--- src/core/bmu_pkg.sv ---
// Package for the two-wire bus master unit: register indices,
// field positions, reset values and the sequencer state type.
// Assumes a 32-bit APB bus; each 16-bit register takes one word.
package bmu_pkg;
    localparam int unsigned ADDR_W = 20;
    // Register indices; byte address is four times the index
    localparam logic [15:0] IDX_EN = 16'h4340;
    localparam logic [15:0] IDX_CTL = 16'h4342;
    localparam logic [15:0] IDX_DAT = 16'h4344;
    localparam logic [15:0] IDX_ICTL = 16'h4346;
    localparam int unsigned REG_W = 16;
    // master_enable
    localparam int unsigned EN_ON = 0;
    // master_control
    localparam int unsigned CTL_START_REQUEST_BIT = 0;
    localparam int unsigned CTL_STP = 1;
    localparam int unsigned CTL_FILT = 4;
    localparam int unsigned CTL_TBSY = 8;
    localparam int unsigned CTL_RBSY = 9;
    // master_data
    localparam int unsigned DAT_ACK = 8;
    localparam int unsigned DAT_TXE = 9;
    localparam int unsigned DAT_RXE = 10;
    localparam int unsigned DAT_RDY = 11;
    // master_irq_control
    localparam int unsigned ICTL_TIE = 0;
    localparam int unsigned ICTL_RIE = 1;
    localparam logic [7:0] DATA_RST = 8'h00;
    localparam logic [3:0] LAST_BIT = 4'h8;
    localparam logic [3:0] BIT7_IDX = 4'h0;
    localparam int unsigned FILT_LEN = 3;
    typedef enum logic [3:0] {
        S_IDLE = 4'h0,
        S_STA = 4'h1,
        S_HOLD = 4'h2,
        S_RS1 = 4'h3,
        S_RS2 = 4'h4,
        S_RS3 = 4'h5,
        S_BDAT = 4'h6,
        S_BRISE = 4'h7,
        S_BHI = 4'h8,
        S_BFALL = 4'h9,
        S_SP1 = 4'ha,
        S_SP2 = 4'hb,
        S_SP3 = 4'hc
    } bmu_state_t;
endpackage

--- src/core/bmu_core.sv ---
// Two-wire bus master unit: APB register file, byte sequencer, pins.
// Assumes open-drain pins with external pull-ups and a bus-rate clock
// from a timer, both asynchronous to pclk.
`timescale 1ns/1ps
`default_nettype none
module bmu_core
    import bmu_pkg::*;
(
    input wire logic pclk,
    input wire logic presetn,
    input wire logic psel,
    input wire logic penable,
    input wire logic pwrite,
    input wire logic [bmu_pkg::ADDR_W-1:0] paddr,
    input wire logic [31:0] pwdata,
    output logic [31:0] prdata,
    output logic pready,
    output logic pslverr,
    input wire logic bus_clk_in,
    input wire logic scl_in,
    input wire logic sda_in,
    output logic scl_o,
    output logic scl_oe,
    output logic sda_o,
    output logic sda_oe,
    output logic irq
);
    import bmu_pkg::*;

    function automatic logic reg_hit(input logic [ADDR_W-1:0] a, input logic [15:0] idx);
        reg_hit = (a == {2'b00, idx, 2'b00});
    endfunction

    // APB slave: one wait state, so every output stays registered
    logic pready_q, pslverr_q;
    logic [31:0] prdata_q;
    logic [31:0] rd_mux;
    wire acc = psel & penable;
    wire hit_en = reg_hit(paddr, IDX_EN);
    wire hit_ctl = reg_hit(paddr, IDX_CTL);
    wire hit_dat = reg_hit(paddr, IDX_DAT);
    wire hit_ictl = reg_hit(paddr, IDX_ICTL);
    wire hit_any = hit_en | hit_ctl | hit_dat | hit_ictl;
    wire done = acc & pready_q;
    wire wr_en = done & pwrite & hit_en;
    wire wr_ctl = done & pwrite & hit_ctl;
    wire wr_dat = done & pwrite & hit_dat;
    wire wr_ictl = done & pwrite & hit_ictl;
    wire rd_dat = done & ~pwrite & hit_dat;

    // Software registers
    logic en_q, start_request_bit_q, stp_q, filt_q, tbsy_q, rbsy_q;
    logic rdy_q, rxe_q, txe_q, ack_q, tie_q, rie_q, tx_pend_q, irq_q;
    logic [7:0] data_q;

    logic [15:0] ctl_rd, dat_rd;
    assign ctl_rd = {6'h00, rbsy_q, tbsy_q, 3'h0, filt_q, 2'h0, stp_q, start_request_bit_q};
    assign dat_rd = {4'h0, rdy_q, rxe_q, txe_q, ack_q, data_q};

    assign rd_mux = hit_en ? {31'h0000_0000, en_q} :
        hit_ctl ? {16'h0000, ctl_rd} :
        hit_dat ? {16'h0000, dat_rd} :
        hit_ictl ? {30'h0000_0000, rie_q, tie_q} : 32'h0000_0000;

    always_ff @(posedge pclk or negedge presetn) begin
        if (!presetn) begin
            pready_q <= 1'b0;
            pslverr_q <= 1'b0;
            prdata_q <= 32'h0000_0000;
        end else begin
            pready_q <= acc & ~pready_q;
            pslverr_q <= acc & ~pready_q & ~hit_any;
            prdata_q <= (acc & ~pready_q & ~pwrite) ? rd_mux : 32'h0000_0000;
        end
    end

    // Pin and bus clock synchronisers; stage one feeds stage two only
    logic [2:0] s1_q, s2_q;
    logic bclk_d_q;
    always_ff @(posedge pclk or negedge presetn) begin
        if (!presetn) begin
            s1_q <= 3'b111;
            s2_q <= 3'b111;
            bclk_d_q <= 1'b1;
        end else begin
            s1_q <= {bus_clk_in, scl_in, sda_in};
            s2_q <= s1_q;
            bclk_d_q <= s2_q[2];
        end
    end
    // Both bus clock edges advance the sequencer
    wire tick = en_q & (s2_q[2] ^ bclk_d_q);

    // Optional filter: a level is taken only after stable samples
    logic [FILT_LEN-1:0] scl_h_q, sda_h_q;
    logic scl_f_q, sda_f_q;
    wire scl_stable = (&scl_h_q) | ~(|scl_h_q);
    wire sda_stable = (&sda_h_q) | ~(|sda_h_q);
    always_ff @(posedge pclk or negedge presetn) begin
        if (!presetn) begin
            scl_h_q <= '1;
            sda_h_q <= '1;
            scl_f_q <= 1'b1;
            sda_f_q <= 1'b1;
        end else begin
            scl_h_q <= {scl_h_q[FILT_LEN-2:0], s2_q[1]};
            sda_h_q <= {sda_h_q[FILT_LEN-2:0], s2_q[0]};
            if (!filt_q || scl_stable) begin
                scl_f_q <= filt_q ? scl_h_q[0] : s2_q[1];
            end
            if (!filt_q || sda_stable) begin
                sda_f_q <= filt_q ? sda_h_q[0] : s2_q[0];
            end
        end
    end

    // Byte sequencer
    bmu_state_t st_q, st_d;
    logic [7:0] sh_q;
    logic [3:0] cnt_q;
    logic tx_mode_q, bus_busy_q, scl_oe_q, sda_oe_q;
    logic scl_drv_d, sda_drv_d;
    logic load_tx, load_rx, bit_smp, byte_end, start_done, stop_done;
    wire last_bit = (cnt_q == LAST_BIT);
    // Count passes the ack slot only after its sample is taken
    wire bits_done = (cnt_q == LAST_BIT + 4'h1);
    wire tx_bit = last_bit ? 1'b0 : ~sh_q[7];
    wire rx_bit = last_bit ? ~ack_q : 1'b0;
    wire stop_ok = stp_q & ~txe_q & ~rxe_q & ~start_request_bit_q;

    always_comb begin
        st_d = st_q;
        scl_drv_d = scl_oe_q;
        sda_drv_d = sda_oe_q;
        load_tx = 1'b0;
        load_rx = 1'b0;
        bit_smp = 1'b0;
        byte_end = 1'b0;
        start_done = 1'b0;
        stop_done = 1'b0;
        if (tick) begin
            unique case (st_q)
                S_IDLE: if (start_request_bit_q) begin
                    sda_drv_d = 1'b1;
                    start_done = 1'b1;
                    st_d = S_STA;
                end
                S_STA: begin
                    scl_drv_d = 1'b1;
                    st_d = S_HOLD;
                end
                S_HOLD: begin
                    if (start_request_bit_q) begin
                        sda_drv_d = 1'b0;
                        st_d = S_RS1;
                    end else if (txe_q) begin
                        load_tx = 1'b1;
                        st_d = S_BDAT;
                    end else if (rxe_q) begin
                        load_rx = 1'b1;
                        st_d = S_BDAT;
                    end else if (stop_ok) begin
                        sda_drv_d = 1'b1;
                        st_d = S_SP1;
                    end
                end
                S_RS1: begin
                    scl_drv_d = 1'b0;
                    st_d = S_RS2;
                end
                S_RS2: if (scl_f_q) begin
                    sda_drv_d = 1'b1;
                    start_done = 1'b1;
                    st_d = S_STA;
                end
                S_BDAT: begin
                    sda_drv_d = tx_mode_q ? tx_bit : rx_bit;
                    st_d = S_BRISE;
                end
                S_BRISE: begin
                    scl_drv_d = 1'b0;
                    st_d = S_BHI;
                end
                S_BHI: if (scl_f_q) begin
                    bit_smp = 1'b1;
                    st_d = S_BFALL;
                end
                S_BFALL: begin
                    scl_drv_d = 1'b1;
                    byte_end = bits_done;
                    st_d = bits_done ? S_HOLD : S_BDAT;
                end
                S_SP1: begin
                    scl_drv_d = 1'b0;
                    st_d = S_SP2;
                end
                S_SP2: if (scl_f_q) begin
                    sda_drv_d = 1'b0;
                    stop_done = 1'b1;
                    st_d = S_IDLE;
                end
                default: st_d = S_IDLE;
            endcase
        end
    end

    always_ff @(posedge pclk or negedge presetn) begin
        if (!presetn) begin
            st_q <= S_IDLE;
            scl_oe_q <= 1'b0;
            sda_oe_q <= 1'b0;
            bus_busy_q <= 1'b0;
            tbsy_q <= 1'b0;
            rbsy_q <= 1'b0;
        end else if (!en_q) begin
            st_q <= S_IDLE;
            scl_oe_q <= 1'b0;
            sda_oe_q <= 1'b0;
            bus_busy_q <= 1'b0;
            tbsy_q <= 1'b0;
            rbsy_q <= 1'b0;
        end else begin
            st_q <= st_d;
            scl_oe_q <= scl_drv_d;
            sda_oe_q <= sda_drv_d;
            bus_busy_q <= start_done | (bus_busy_q & ~stop_done);
            tbsy_q <= load_tx | (tbsy_q & ~byte_end);
            rbsy_q <= load_rx | (rbsy_q & ~byte_end);
        end
    end

    // Shift register and bit counter; MSB leaves and enters first
    always_ff @(posedge pclk or negedge presetn) begin
        if (!presetn) begin
            sh_q <= DATA_RST;
            cnt_q <= 4'h0;
            tx_mode_q <= 1'b0;
        end else if (!en_q) begin
            cnt_q <= 4'h0;
        end else if (load_tx | load_rx) begin
            sh_q <= data_q;
            cnt_q <= 4'h0;
            tx_mode_q <= load_tx;
        end else if (bit_smp) begin
            if (!last_bit) begin
                sh_q <= {sh_q[6:0], sda_f_q};
            end
            cnt_q <= cnt_q + 4'h1;
        end
    end

    wire rx_done = byte_end & ~tx_mode_q;
    wire rxe_clr = bit_smp & ~tx_mode_q & (cnt_q == BIT7_IDX);
    wire ack_smp = bit_smp & tx_mode_q & last_bit;

    // Control register, enable and interrupt control
    always_ff @(posedge pclk or negedge presetn) begin
        if (!presetn) begin
            en_q <= 1'b0;
            filt_q <= 1'b0;
            tie_q <= 1'b0;
            rie_q <= 1'b0;
        end else begin
            if (wr_en) begin
                en_q <= pwdata[EN_ON];
            end
            if (wr_ctl) begin
                filt_q <= pwdata[CTL_FILT];
            end
            if (wr_ictl) begin
                tie_q <= pwdata[ICTL_TIE];
                rie_q <= pwdata[ICTL_RIE];
            end
        end
    end

    // Requests and execute bits: software set wins over hardware clear
    always_ff @(posedge pclk or negedge presetn) begin
        if (!presetn) begin
            start_request_bit_q <= 1'b0;
            stp_q <= 1'b0;
            txe_q <= 1'b0;
            rxe_q <= 1'b0;
        end else begin
            start_request_bit_q <= (wr_ctl & pwdata[CTL_START_REQUEST_BIT]) | (start_request_bit_q & ~start_done);
            stp_q <= (wr_ctl & pwdata[CTL_STP]) | (stp_q & ~stop_done);
            txe_q <= (wr_dat & pwdata[DAT_TXE]) | (txe_q & ~load_tx);
            rxe_q <= (wr_dat & pwdata[DAT_RXE]) | (rxe_q & ~rxe_clr);
        end
    end

    // Data field, ack bit, receive ready and transmit cause
    always_ff @(posedge pclk or negedge presetn) begin
        if (!presetn) begin
            data_q <= DATA_RST;
            ack_q <= 1'b0;
        end else begin
            if (wr_dat) begin
                data_q <= pwdata[7:0];
            end else if (rx_done) begin
                data_q <= sh_q;
            end
            if (wr_dat) begin
                ack_q <= pwdata[DAT_ACK];
            end else if (ack_smp) begin
                ack_q <= sda_f_q;
            end
        end
    end

    always_ff @(posedge pclk or negedge presetn) begin
        if (!presetn) begin
            rdy_q <= 1'b0;
            tx_pend_q <= 1'b0;
            irq_q <= 1'b0;
        end else begin
            rdy_q <= rx_done | (rdy_q & ~rd_dat);
            tx_pend_q <= load_tx | (tx_pend_q & ~wr_dat);
            irq_q <= (tie_q & tx_pend_q) | (rie_q & rdy_q);
        end
    end

    assign prdata = prdata_q;
    assign pready = pready_q;
    assign pslverr = pslverr_q;
    assign scl_o = 1'b0;
    assign sda_o = 1'b0;
    assign scl_oe = scl_oe_q;
    assign sda_oe = sda_oe_q;
    assign irq = irq_q;
endmodule // bmu_core
`default_nettype wire

--- config.mk ---
export PLATFORM = sky130hd
export DESIGN_NAME = bmu_core
export DESIGN_NICKNAME = d
export VERILOG_FILES = /design/src/core/bmu_pkg.sv /design/src/core/bmu_core.sv
export SDC_FILE = /design/constraint.sdc
export NUM_CORES = 1
export LEC_CHECK = 0
export ABC_AREA = 1
export BUFFER_PORTS_ARGS = -buffer_cell sky130_fd_sc_hd__buf_2
export CAP_MARGIN = 20
export CORE_ASPECT_RATIO = 0.9
export CORE_UTILIZATION = 40
export CTS_CLUSTER_DIAMETER = 80
export CTS_CLUSTER_SIZE = 16
export DETAILED_ROUTE_END_ITERATION = 7
export HOLD_SLACK_MARGIN = 0.12
export SKIP_CTS_REPAIR_TIMING = 1
export SLEW_MARGIN = 10
export SYNTH_ARGS = -nofsm -noshare
export SYNTH_HDL_FRONTEND = slang
export SYNTH_SLANG_ARGS = --single-unit
--- constraint.sdc ---
create_clock -name pclk -period 1.7 [get_ports pclk]
set_input_delay 0.255 -clock pclk [delete_from_list [all_inputs] [get_ports pclk]]
set_output_delay 0.255 -clock pclk [all_outputs]
set_load 0.02 [all_outputs]
==> metrics.txt, run 1 <==
flops & latches, synth 70; skew final approximately 12 ps; row cnt 34; Yosys cell types 32; fraction of registers with async set or reset after synthesis 100%; dominant cells by area after synthesis dfrtp_1, nand2_1, dfstp_2, nor2_1, nand3_1; number of max-cap violations 0; RSZ-0062 raised after global routing yes; initial antenna violation count 0; R2R Path Start cnt_q[1]; overall power 3.67 mW; post-synth top area cell dfrtp_1; Hold Startpoint pwdata[3]; die height approximately 96 um; area fraction of the dominant cell type after synthesis 34.9%; IO buf count 55; most common cell after layout, fill and taps aside nand2_1; HPWL Detailed around 7000 um; number of global-route vias before repair 3142; via count approximately 3600; Crit. End Element flip-flop; Total Wirelength about 9500 um; Top Ports 99; GRT Total Usage between 10% and 20%; Syn. warnings 0; Crit Path Class flip-flop to flip-flop; Ant. Diodes 0; clock slew at reported path FFs 80 ps; flop2flop setup slack 120 ps; final hold viol count 0; mean post-synth cell area 7.46 um^2; DRC viols 0; Pwr per Cell Area roughly 760 mW/mm^2; worst hold path class primary input to flip-flop; CTS buffer count 9; Initial Utilization 41.0%; R2R cell count 7; GP Congestion 0.967; layout cells sized above 1 a little under a quarter; Mapped Cells about 530; crit path time final approximately 1600 ps; DR WL/cell 12.7 um; Fmax between 600 and 700 MHz; Clk Tree Root Cell clkbuf_8; drt first-iter violations about 200; Final ANT Viol Nets 0; clk_lat worst skew 350 ps; drt pass-1 iters 4; Final Max Tran Viols 0; TNS Setup 0 ps; final net count around 700; die width 107 um; Core Region 0.00961 mm^2; Peak VDD IR 0.431 mV; first-pass GRT wire length 15400 um; critical path data arrival time 1800 ps; largest net degree at the start of global routing 60; hold depth 3; top_reg_cell synth dfrtp_1; CP Launch Type flip-flop; htree depth 3; grt ovf 0; synthesized cell area between 0.003 and 0.004 mm^2; Num Clock Sinks 70; CTS Buffer Depth 2; hold endpoint data_q[3]; RR Endpoint data_q[5]; Vias per Instance 4.78; die footprint approximately 0.010 mm^2; CP Max Fanout 8; commonest cells after routing, fill and taps aside nand2_1, nor2_1, inv_1; Worst EP required about 1900 ps; Post-synth EDFFs 0; P_leak 2.48 nW; post-synthesis sequential area ratio 44.9%; Finish-stage setup viols 0; # fillers 964; Tcrit/Tclk final between 90% and 100%; CTS tree yes; Layout area overhead 22.0%; status complete, no violations
-- power by group --
| part | leakage (nW) | internal [mW] | switching (mW) |
|---|---|---|---|
| registers | 0.883 | 1.70 | 0.0128 |
| clock network | 0.130 | 1.12 | 0.636 |
| logic | 1.47 | 0.0641 | 0.138 |
-- cell usage after synthesis, types with 2 or more instances --
cell,instances
ha_1,3
nor2_1,73
nor2_2,8
nor2_4,4
a21o_1,2
nand3_4,2
nor2b_1,2
nand4_1,13
nand3_2,2
buf_6,3
inv_1,56
o21ai_0,14
nand2_1,159
inv_2,6
dfstp_2,15
nor3_1,7
o21ai_1,3
nand3_1,52
a211oi_1,2
buf_4,23
a21oi_1,10
nand2_4,2
dfrtp_1,55
nand2_2,5
-- registers in the layout (all words and copies together), names as in the netlist, 3 cells and up --
name     cells
sda_h_q      3
cnt_q        4
scl_h_q      3
st_q         4
s2_q         3
sh_q         8
data_q       8
prdata      12
s1_q         3
-- worst max-delay path: stages, from the launching register on --
cell and delay (ps):
dfrtp_1 410, inv_1 100, ha_1 150, nand3_1 160, nor2_4 230, nand3_2 190
nand3_1 130, nand3_1 80
-- layout make-up --
| class | instances | area, um^2 | area share (%) |
|---|---|---|---|
| Timing Repair Buffer | 81 | 518 | 10.8 |
| Clock inverter | 6 | 134 | 2.78 |
| Tap cell | 126 | 158 | 3.28 |
| Multi-Input combinational cell | 392 | 1860 | 38.6 |
| Sequential cell | 70 | 1770 | 36.9 |
| Clock buffer | 10 | 128 | 2.65 |
| Inverter | 63 | 244 | 5.07 |
-- how the worst max path moves through the flow --
stage               startpoint  slack, ps   endpoint
floorplan               pready        180  data_q[6]
global placement       s2_q[2]         30    sh_q[5]
detailed placement    paddr[7]         20  prdata[2]
CTS                    s2_q[2]        -20    sh_q[6]
global route           s2_q[2]        -20    sh_q[4]
finish                cnt_q[1]        120  data_q[5]
-- cell families after synthesis --
group,after synthesis,share of synthesized area [%]
AND/OR/NAND/NOR,330,37.7
AO/OA/AOI/OAI,36,5.11
flip-flops,70,44.9
other,1,0.0951
buffers and inverters,89,11.3
adder cells (fa/ha/maj),3,0.952
-- metal layers --
metal / vias to the layer above / wire (um) / part of all wire (%) / track usage, %
met4: 0 / 131 / 1.4 / 5.82
met1: 1649 / 4740 / 50 / 27.7
met3: 11 / 466 / 4.9 / 3.52
met2: 101 / 4160 / 44 / 30.2
met5: - / 0 / 0 / 0
li1: 1815 / - / - / -
-- per-stage QoR --
stage,util [%],hold WS (ps),std cells,instance area [um^2],worst slack [ps]
after global routing,50.0,133,748,4810,-17.1
after CTS,48.5,-221,736,4660,-16.3
after detailed placement,45.8,153,720,4400,19.8
after global placement,45.8,155,720,4400,33.9
after floorplan,-,-40.6,550,4020,177
final,50.0,125,748,4810,118
No activity file was read; power rests on OpenSTA's default activity.
==> inputs of run 2 (changes only) <==
--- a/config.mk
+++ b/config.mk
@@ -10,6 +10,7 @@
 export CAP_MARGIN = 20
 export CORE_ASPECT_RATIO = 0.9
 export CORE_UTILIZATION = 40
+export CTS_BUF_LIST = sky130_fd_sc_hd__clkbuf_4
 export CTS_CLUSTER_DIAMETER = 80
 export CTS_CLUSTER_SIZE = 16
 export DETAILED_ROUTE_END_ITERATION = 7
==> run 2 against run 1 <==
  * Combinational power rose by 11%
  * Largest cell class unchanged
  * Final cell count up 1.6%
  * Global-route usage hardly changed
  * Via count increased by 0.20%
==> metrics.txt, run 2 (same netlist as run 1, synthesis figures left out) <==
final net count 692 (+1.8%); P_leak 2.50 nW (+0.63%); final hold viol count 0 (unchanged); die height 96.2 um (unchanged); Clk Tree Root Cell clkbuf_4; via count 3583 (+0.20%); Fmax 625 MHz (-1.1%); overall power 3.44 mW (-6.3%); hold_ws 165 ps (+39.8 ps); first-pass GRT wire length 15400 um (+0.18%); Peak VDD IR 0.316 mV (-27%); worst hold path class primary input to flip-flop; commonest cells after routing, fill and taps aside nand2_1, nor2_1, inv_1; Core Region 0.00961 mm^2 (unchanged); global route hottest layer met2; clk_lat worst skew 420 ps (+70 ps); GP Congestion 0.967 (unchanged); met2 Usage GRT 30.3% (+0.054 points); placed cells 720 (unchanged); WP buf/inv 3 (+2); Pwr per Cell Area 705 mW/mm^2 (-7.8%); critical path data arrival time 1890 ps (+90 ps); GR Util met1 27.8% (+0.054 points); Initial Utilization 41.0% (unchanged); grt ovf 0 (unchanged); CP Max Fanout 8 (unchanged); RR Endpoint data_q[5]; CTS Buffer Depth 2 (unchanged); layout cells sized above 1 23.0% (-0.28 points); Crit Path Class flip-flop to flip-flop; RSZ-0062 raised after global routing yes; number of max-cap violations 0 (unchanged); Total Wirelength 9610 um (+1.2%); Final ANT Viol Nets 0 (unchanged); skew final 18.1 ps (+5.73 ps); family with the most delay on the worst path simple AND/OR/NAND/NOR gates; crit path time final 1600 ps (+18.3 ps); Hold Startpoint pwrite; GRT Total Usage 19.5% (+0.032 points); R2R Path Start s2_q[2]; htree depth 3 (unchanged); Top Ports 99 (unchanged); Ant. Diodes 0 (unchanged); most common cell after layout, fill and taps aside nand2_1; drt pass-1 iters 5 (+1); crit-path cells inv_1, nand2_1, nand3_2, inv_4, buf_4, nand3_2, nand3_1, nand3_1; CTS tree yes; hold depth 4 (+1); Finish-stage setup viols 0 (unchanged); Tcrit/Tclk final 94.1% (+1.1 points); hold endpoint prdata[9]; number of global-route vias before repair 3144 (+0.064%); fin cells 760 (+1.6%); Final Max Tran Viols 0 (unchanged); max reg flops 12 (unchanged); HPWL Detailed 7040 um (unchanged); met3 usage 4.74% (+1.2 points); status complete, no violations; Num Clock Sinks 70 (unchanged); CP Launch Type flip-flop; DRC viols 0 (unchanged); DR WL/cell 12.6 um (-0.39%); CTS buffer count 9 (unchanged); Critical-path top delay cell dfstp_2; die footprint 0.0103 mm^2 (unchanged); largest net degree at the start of global routing 60 (unchanged); Layout area overhead 23.9%; initial antenna violation count 0 (unchanged); Worst EP required 1990 ps (+70 ps); drt first-iter violations 236 (+19%); IO buf count 55 (unchanged); Worst path max stage delay 570 ps (+160 ps); die width 107 um (unchanged); R2R cell count 8 (+1); clock slew at reported path FFs 120 ps (+40 ps); Vias per Instance 4.71 (-1.4%); flop2flop setup slack 100 ps (-20 ps); Crit. End Element flip-flop; row cnt 34 (unchanged)
-- run 2: per-layer routing --
metal,wire (um),part of all wire (%),vias up
li1,-,-,1834
met1,4740,49,1640
met2,4310,45,105
met3,514,5.3,4
met4,37,0.39,0
met5,0,0,-
-- run 2: final cells by class --
class	instances	area, um^2
clock buffer	10	75.1
clock inverter	6	134
fill	959	4730
inverter	63	244
multi-input combinational	392	1860
sequential	70	1770
tap	126	158
timing repair buffer	93	638
-- run 2: worst max-delay path by stage --
stage,end,slack (ps),startpoint,cells after the start
after floorplan,data_q[6],180,pready,6
after global placement,sh_q[5],30,s2_q[2],10
after detailed placement,prdata[2],20,paddr[7],8
after CTS,sh_q[6],-30,s2_q[2],10
after global routing,sh_q[4],-30,s2_q[2],9
final,data_q[5],100,s2_q[2],8
-- run 2: tightest hold or removal path: cells and delay by family --
kind | cells | cell delay (ps)
AOI/OAI and AO/OA | 1 | 40
buffers and inverters | 2 | 170
and+or+nand+nor | 1 | 80
-- run 2: where the power goes --
group | internal (mW) | switching (mW)
clock | 0.910 | 0.597
combinational | 0.0821 | 0.142
sequential | 1.70 | 0.0126
-- run 2: stage by stage --
step / setup slack, ps / TNS [ps] / area, um^2 / utilization [%]
after detailed placement: 19.8 / 0 / 4400 / 45.8
after floorplan: 177 / 0 / 4020 / -
final: 100 / 0 / 4890 / 50.8
after global routing: -30.1 / -45.2 / 4890 / 50.8
after global placement: 33.9 / 0 / 4400 / 45.8
after CTS: -30.7 / -79.2 / 4610 / 47.9
==> inputs of run 3 (changes only) <==
==> constraint.sdc (replaced) <==
create_clock -name pclk -period 1.5 [get_ports pclk]
set_input_delay 0.225 -clock pclk [delete_from_list [all_inputs] [get_ports pclk]]
set_output_delay 0.225 -clock pclk [all_outputs]
set_load 0.02 [all_outputs]
==> run 3 against run 2 <==
  * The flow now finishes with violations (setup timing)
  * Clock-buffer cell count shrank 1
  * Register-to-register slack lost 210 ps
  * Sequential share of layout area shrank 2.8 points
  * First-iteration DRC count grew 9.3%
  * Clock skew shrank 0.58 ps
  * Core utilization grew 4.3 points
  * Sequential cell count is the same
  * Largest power group unchanged
  * Final cell count grew 5.5%
  * Clock power shrank 6%
==> metrics.txt, run 3 (same netlist as run 1, synthesis figures left out) <==
GP Congestion 0.891 (-7.9%); CP Max Fanout 8 (unchanged); hold depth 5 (+1); pre-CTS setup slack -99.9 ps (-120 ps); met3 usage 5.01% (+0.27 points); skew final 17.6 ps (-0.579 ps); Ant. Diodes 0 (unchanged); Crit. End Element flip-flop; Fmax 621 MHz (-0.69%); hold_ws 158 ps (-6.61 ps); largest net degree at the start of global routing 32 (-47%); Clk Tree Root Cell clkbuf_4; Tcrit/Tclk final 107% (+13 points); grt ovf 0 (unchanged); row cnt 34 (unchanged); Worst EP required 1820 ps (-170 ps); switching share of total power 25.4% (+3.6 points); global route hottest layer met2; family with the most delay on the worst path simple AND/OR/NAND/NOR gates; Final Max Tran Viols 0 (unchanged); crit path time final 1610 ps (+11.2 ps); HPWL Detailed 7640 um (+8.4%); Top Ports 99 (unchanged); critical path data arrival time 1930 ps (+40 ps); final hold viol count 0 (unchanged); dpl cell area 0.00471 mm^2 (+7.2%); Core Region 0.00961 mm^2 (unchanged); Total Wirelength 10600 um (+9.9%); most common cell after layout, fill and taps aside nand2_1; number of global-route vias before repair 3475 (+11%); CP Launch Type flip-flop; GRT Total Usage 20.6% (+1.1 points); number of max-cap violations 0 (unchanged); status finished with violations; CTS buffer count 9 (unchanged); overall power 3.63 mW (+5.5%); CTS Buffer Depth 2 (unchanged); Vias per Instance 4.78 (+1.4%); via count 3835 (+7.0%); Levels on crit path 8 (unchanged); Finish-stage setup viols 21 (+21); IO buf count 55 (unchanged); clock slew at reported path FFs 130 ps (about the same); Psw 923 uW (+23%); htree depth 3 (unchanged); layout cells sized above 1 31.8% (+8.8 points); crit-path cells buf_6, nor2_4, nand2_2, nor2_4, buf_12, nand3_4, nand3_1, nand3_1; final net count 734 (+6.1%); max reg flops 12 (unchanged); CTS tree yes; clk_lat worst skew 430 ps (about the same); die width 107 um (unchanged); Flop pwr share 53.4% (+3.7 points); final core occ 55.1% (+4.3 points); initial antenna violation count 0 (unchanged); WP buf/inv 2 (-1); Critical-path top delay cell dfrtp_2; drt first-iter violations 258 (+9.3%); Num Clock Sinks 70 (unchanged); Peak VDD IR 0.548 mV (+74%); die footprint 0.0103 mm^2 (unchanged); worst hold path class primary input to flip-flop; commonest cells after routing, fill and taps aside nand2_1, nor2_1, buf_2; Clock Power Share 39.1% (-4.7 points); first-pass GRT wire length 16200 um (+5.3%); Worst path max stage delay 500 ps (-70 ps); post-route cell area 0.00530 mm^2 (+8.4%); Internal 2.71 mW (+0.71%); die height 96.2 um (unchanged); R2R cell count 8 (unchanged); setup ws final -111 ps (-211 ps); met2 Usage GRT 32.3% (+2.0 points); power share of the combinational group 7.5% (+1.0 points); failing checks setup timing; drt pass-1 iters 4 (-1); GR Util met1 28.5% (+0.71 points); Initial Utilization 41.0% (unchanged); DR WL/cell 13.2 um (+4.1%); Final ANT Viol Nets 0 (unchanged); Crit Path Class flip-flop to flip-flop; Layout area overhead 34.3%; RSZ-0062 raised after global routing yes; Pwr per Cell Area 686 mW/mm^2 (-2.6%); DRC viols 0 (unchanged); P_leak 2.71 nW (+8.3%)
==> run 3: final timing paths <==
| check | startpoint | to | slack, ps |
|---|---|---|---|
| worst max-delay path | st_q[1] | data_q[3] | -110 |
| worst min-delay path | pwdata[8] | ack_q | 160 |
| min in group asynchronous | presetn | prdata[11] | 240 |
| worst min register to register | s1_q[2] | s2_q[2] | 360 |
| worst max register to register | st_q[1] | data_q[3] | -110 |
| max in group asynchronous | presetn | s2_q[1] | 670 |
==> run 3: stage by stage <==
step	cells	setup TNS, ps
final	802	-1250
after CTS	776	-2020
after detailed placement	760	-1290
after global routing	802	-3040
after global placement	760	-1120
after floorplan	550	0
==> run 3: power by group through the flow <==
stage	Clock, mW	Combinational [mW]	Sequential, mW
global route	1.53	0.306	1.95
detailed placement	0	0.236	1.98
floorplan	0	0.143	1.98
CTS	1.47	0.237	1.94
finish	1.42	0.271	1.94
global placement	0	0.232	1.97
==> run 3: layer usage <==
metal | routed length, um | share of wire (%) | up-vias
li1 | - | - | 1921
met1 | 5110 | 48 | 1798
met2 | 4770 | 45 | 105
met3 | 549 | 5.2 | 11
met4 | 123 | 1.2 | 0
met5 | 0 | 0 | -
==> run 3: layout make-up <==
type	instances	area (um^2)
clock inverter	7	98.8
inverter	63	244
multi-input combinational	394	1960
fill	930	4320
sequential	70	1770
clock buffer	9	67.6
tap	126	158
timing repair buffer	133	990
==> run 3: worst register-to-register path, cell delays in order, from the launching register on <==
cell	delay, ps
dfrtp_2	500
buf_6	150
nor2_4	180
nand2_2	90
nor2_4	170
buf_12	130
nand3_4	110
nand3_1	120
nand3_1	60
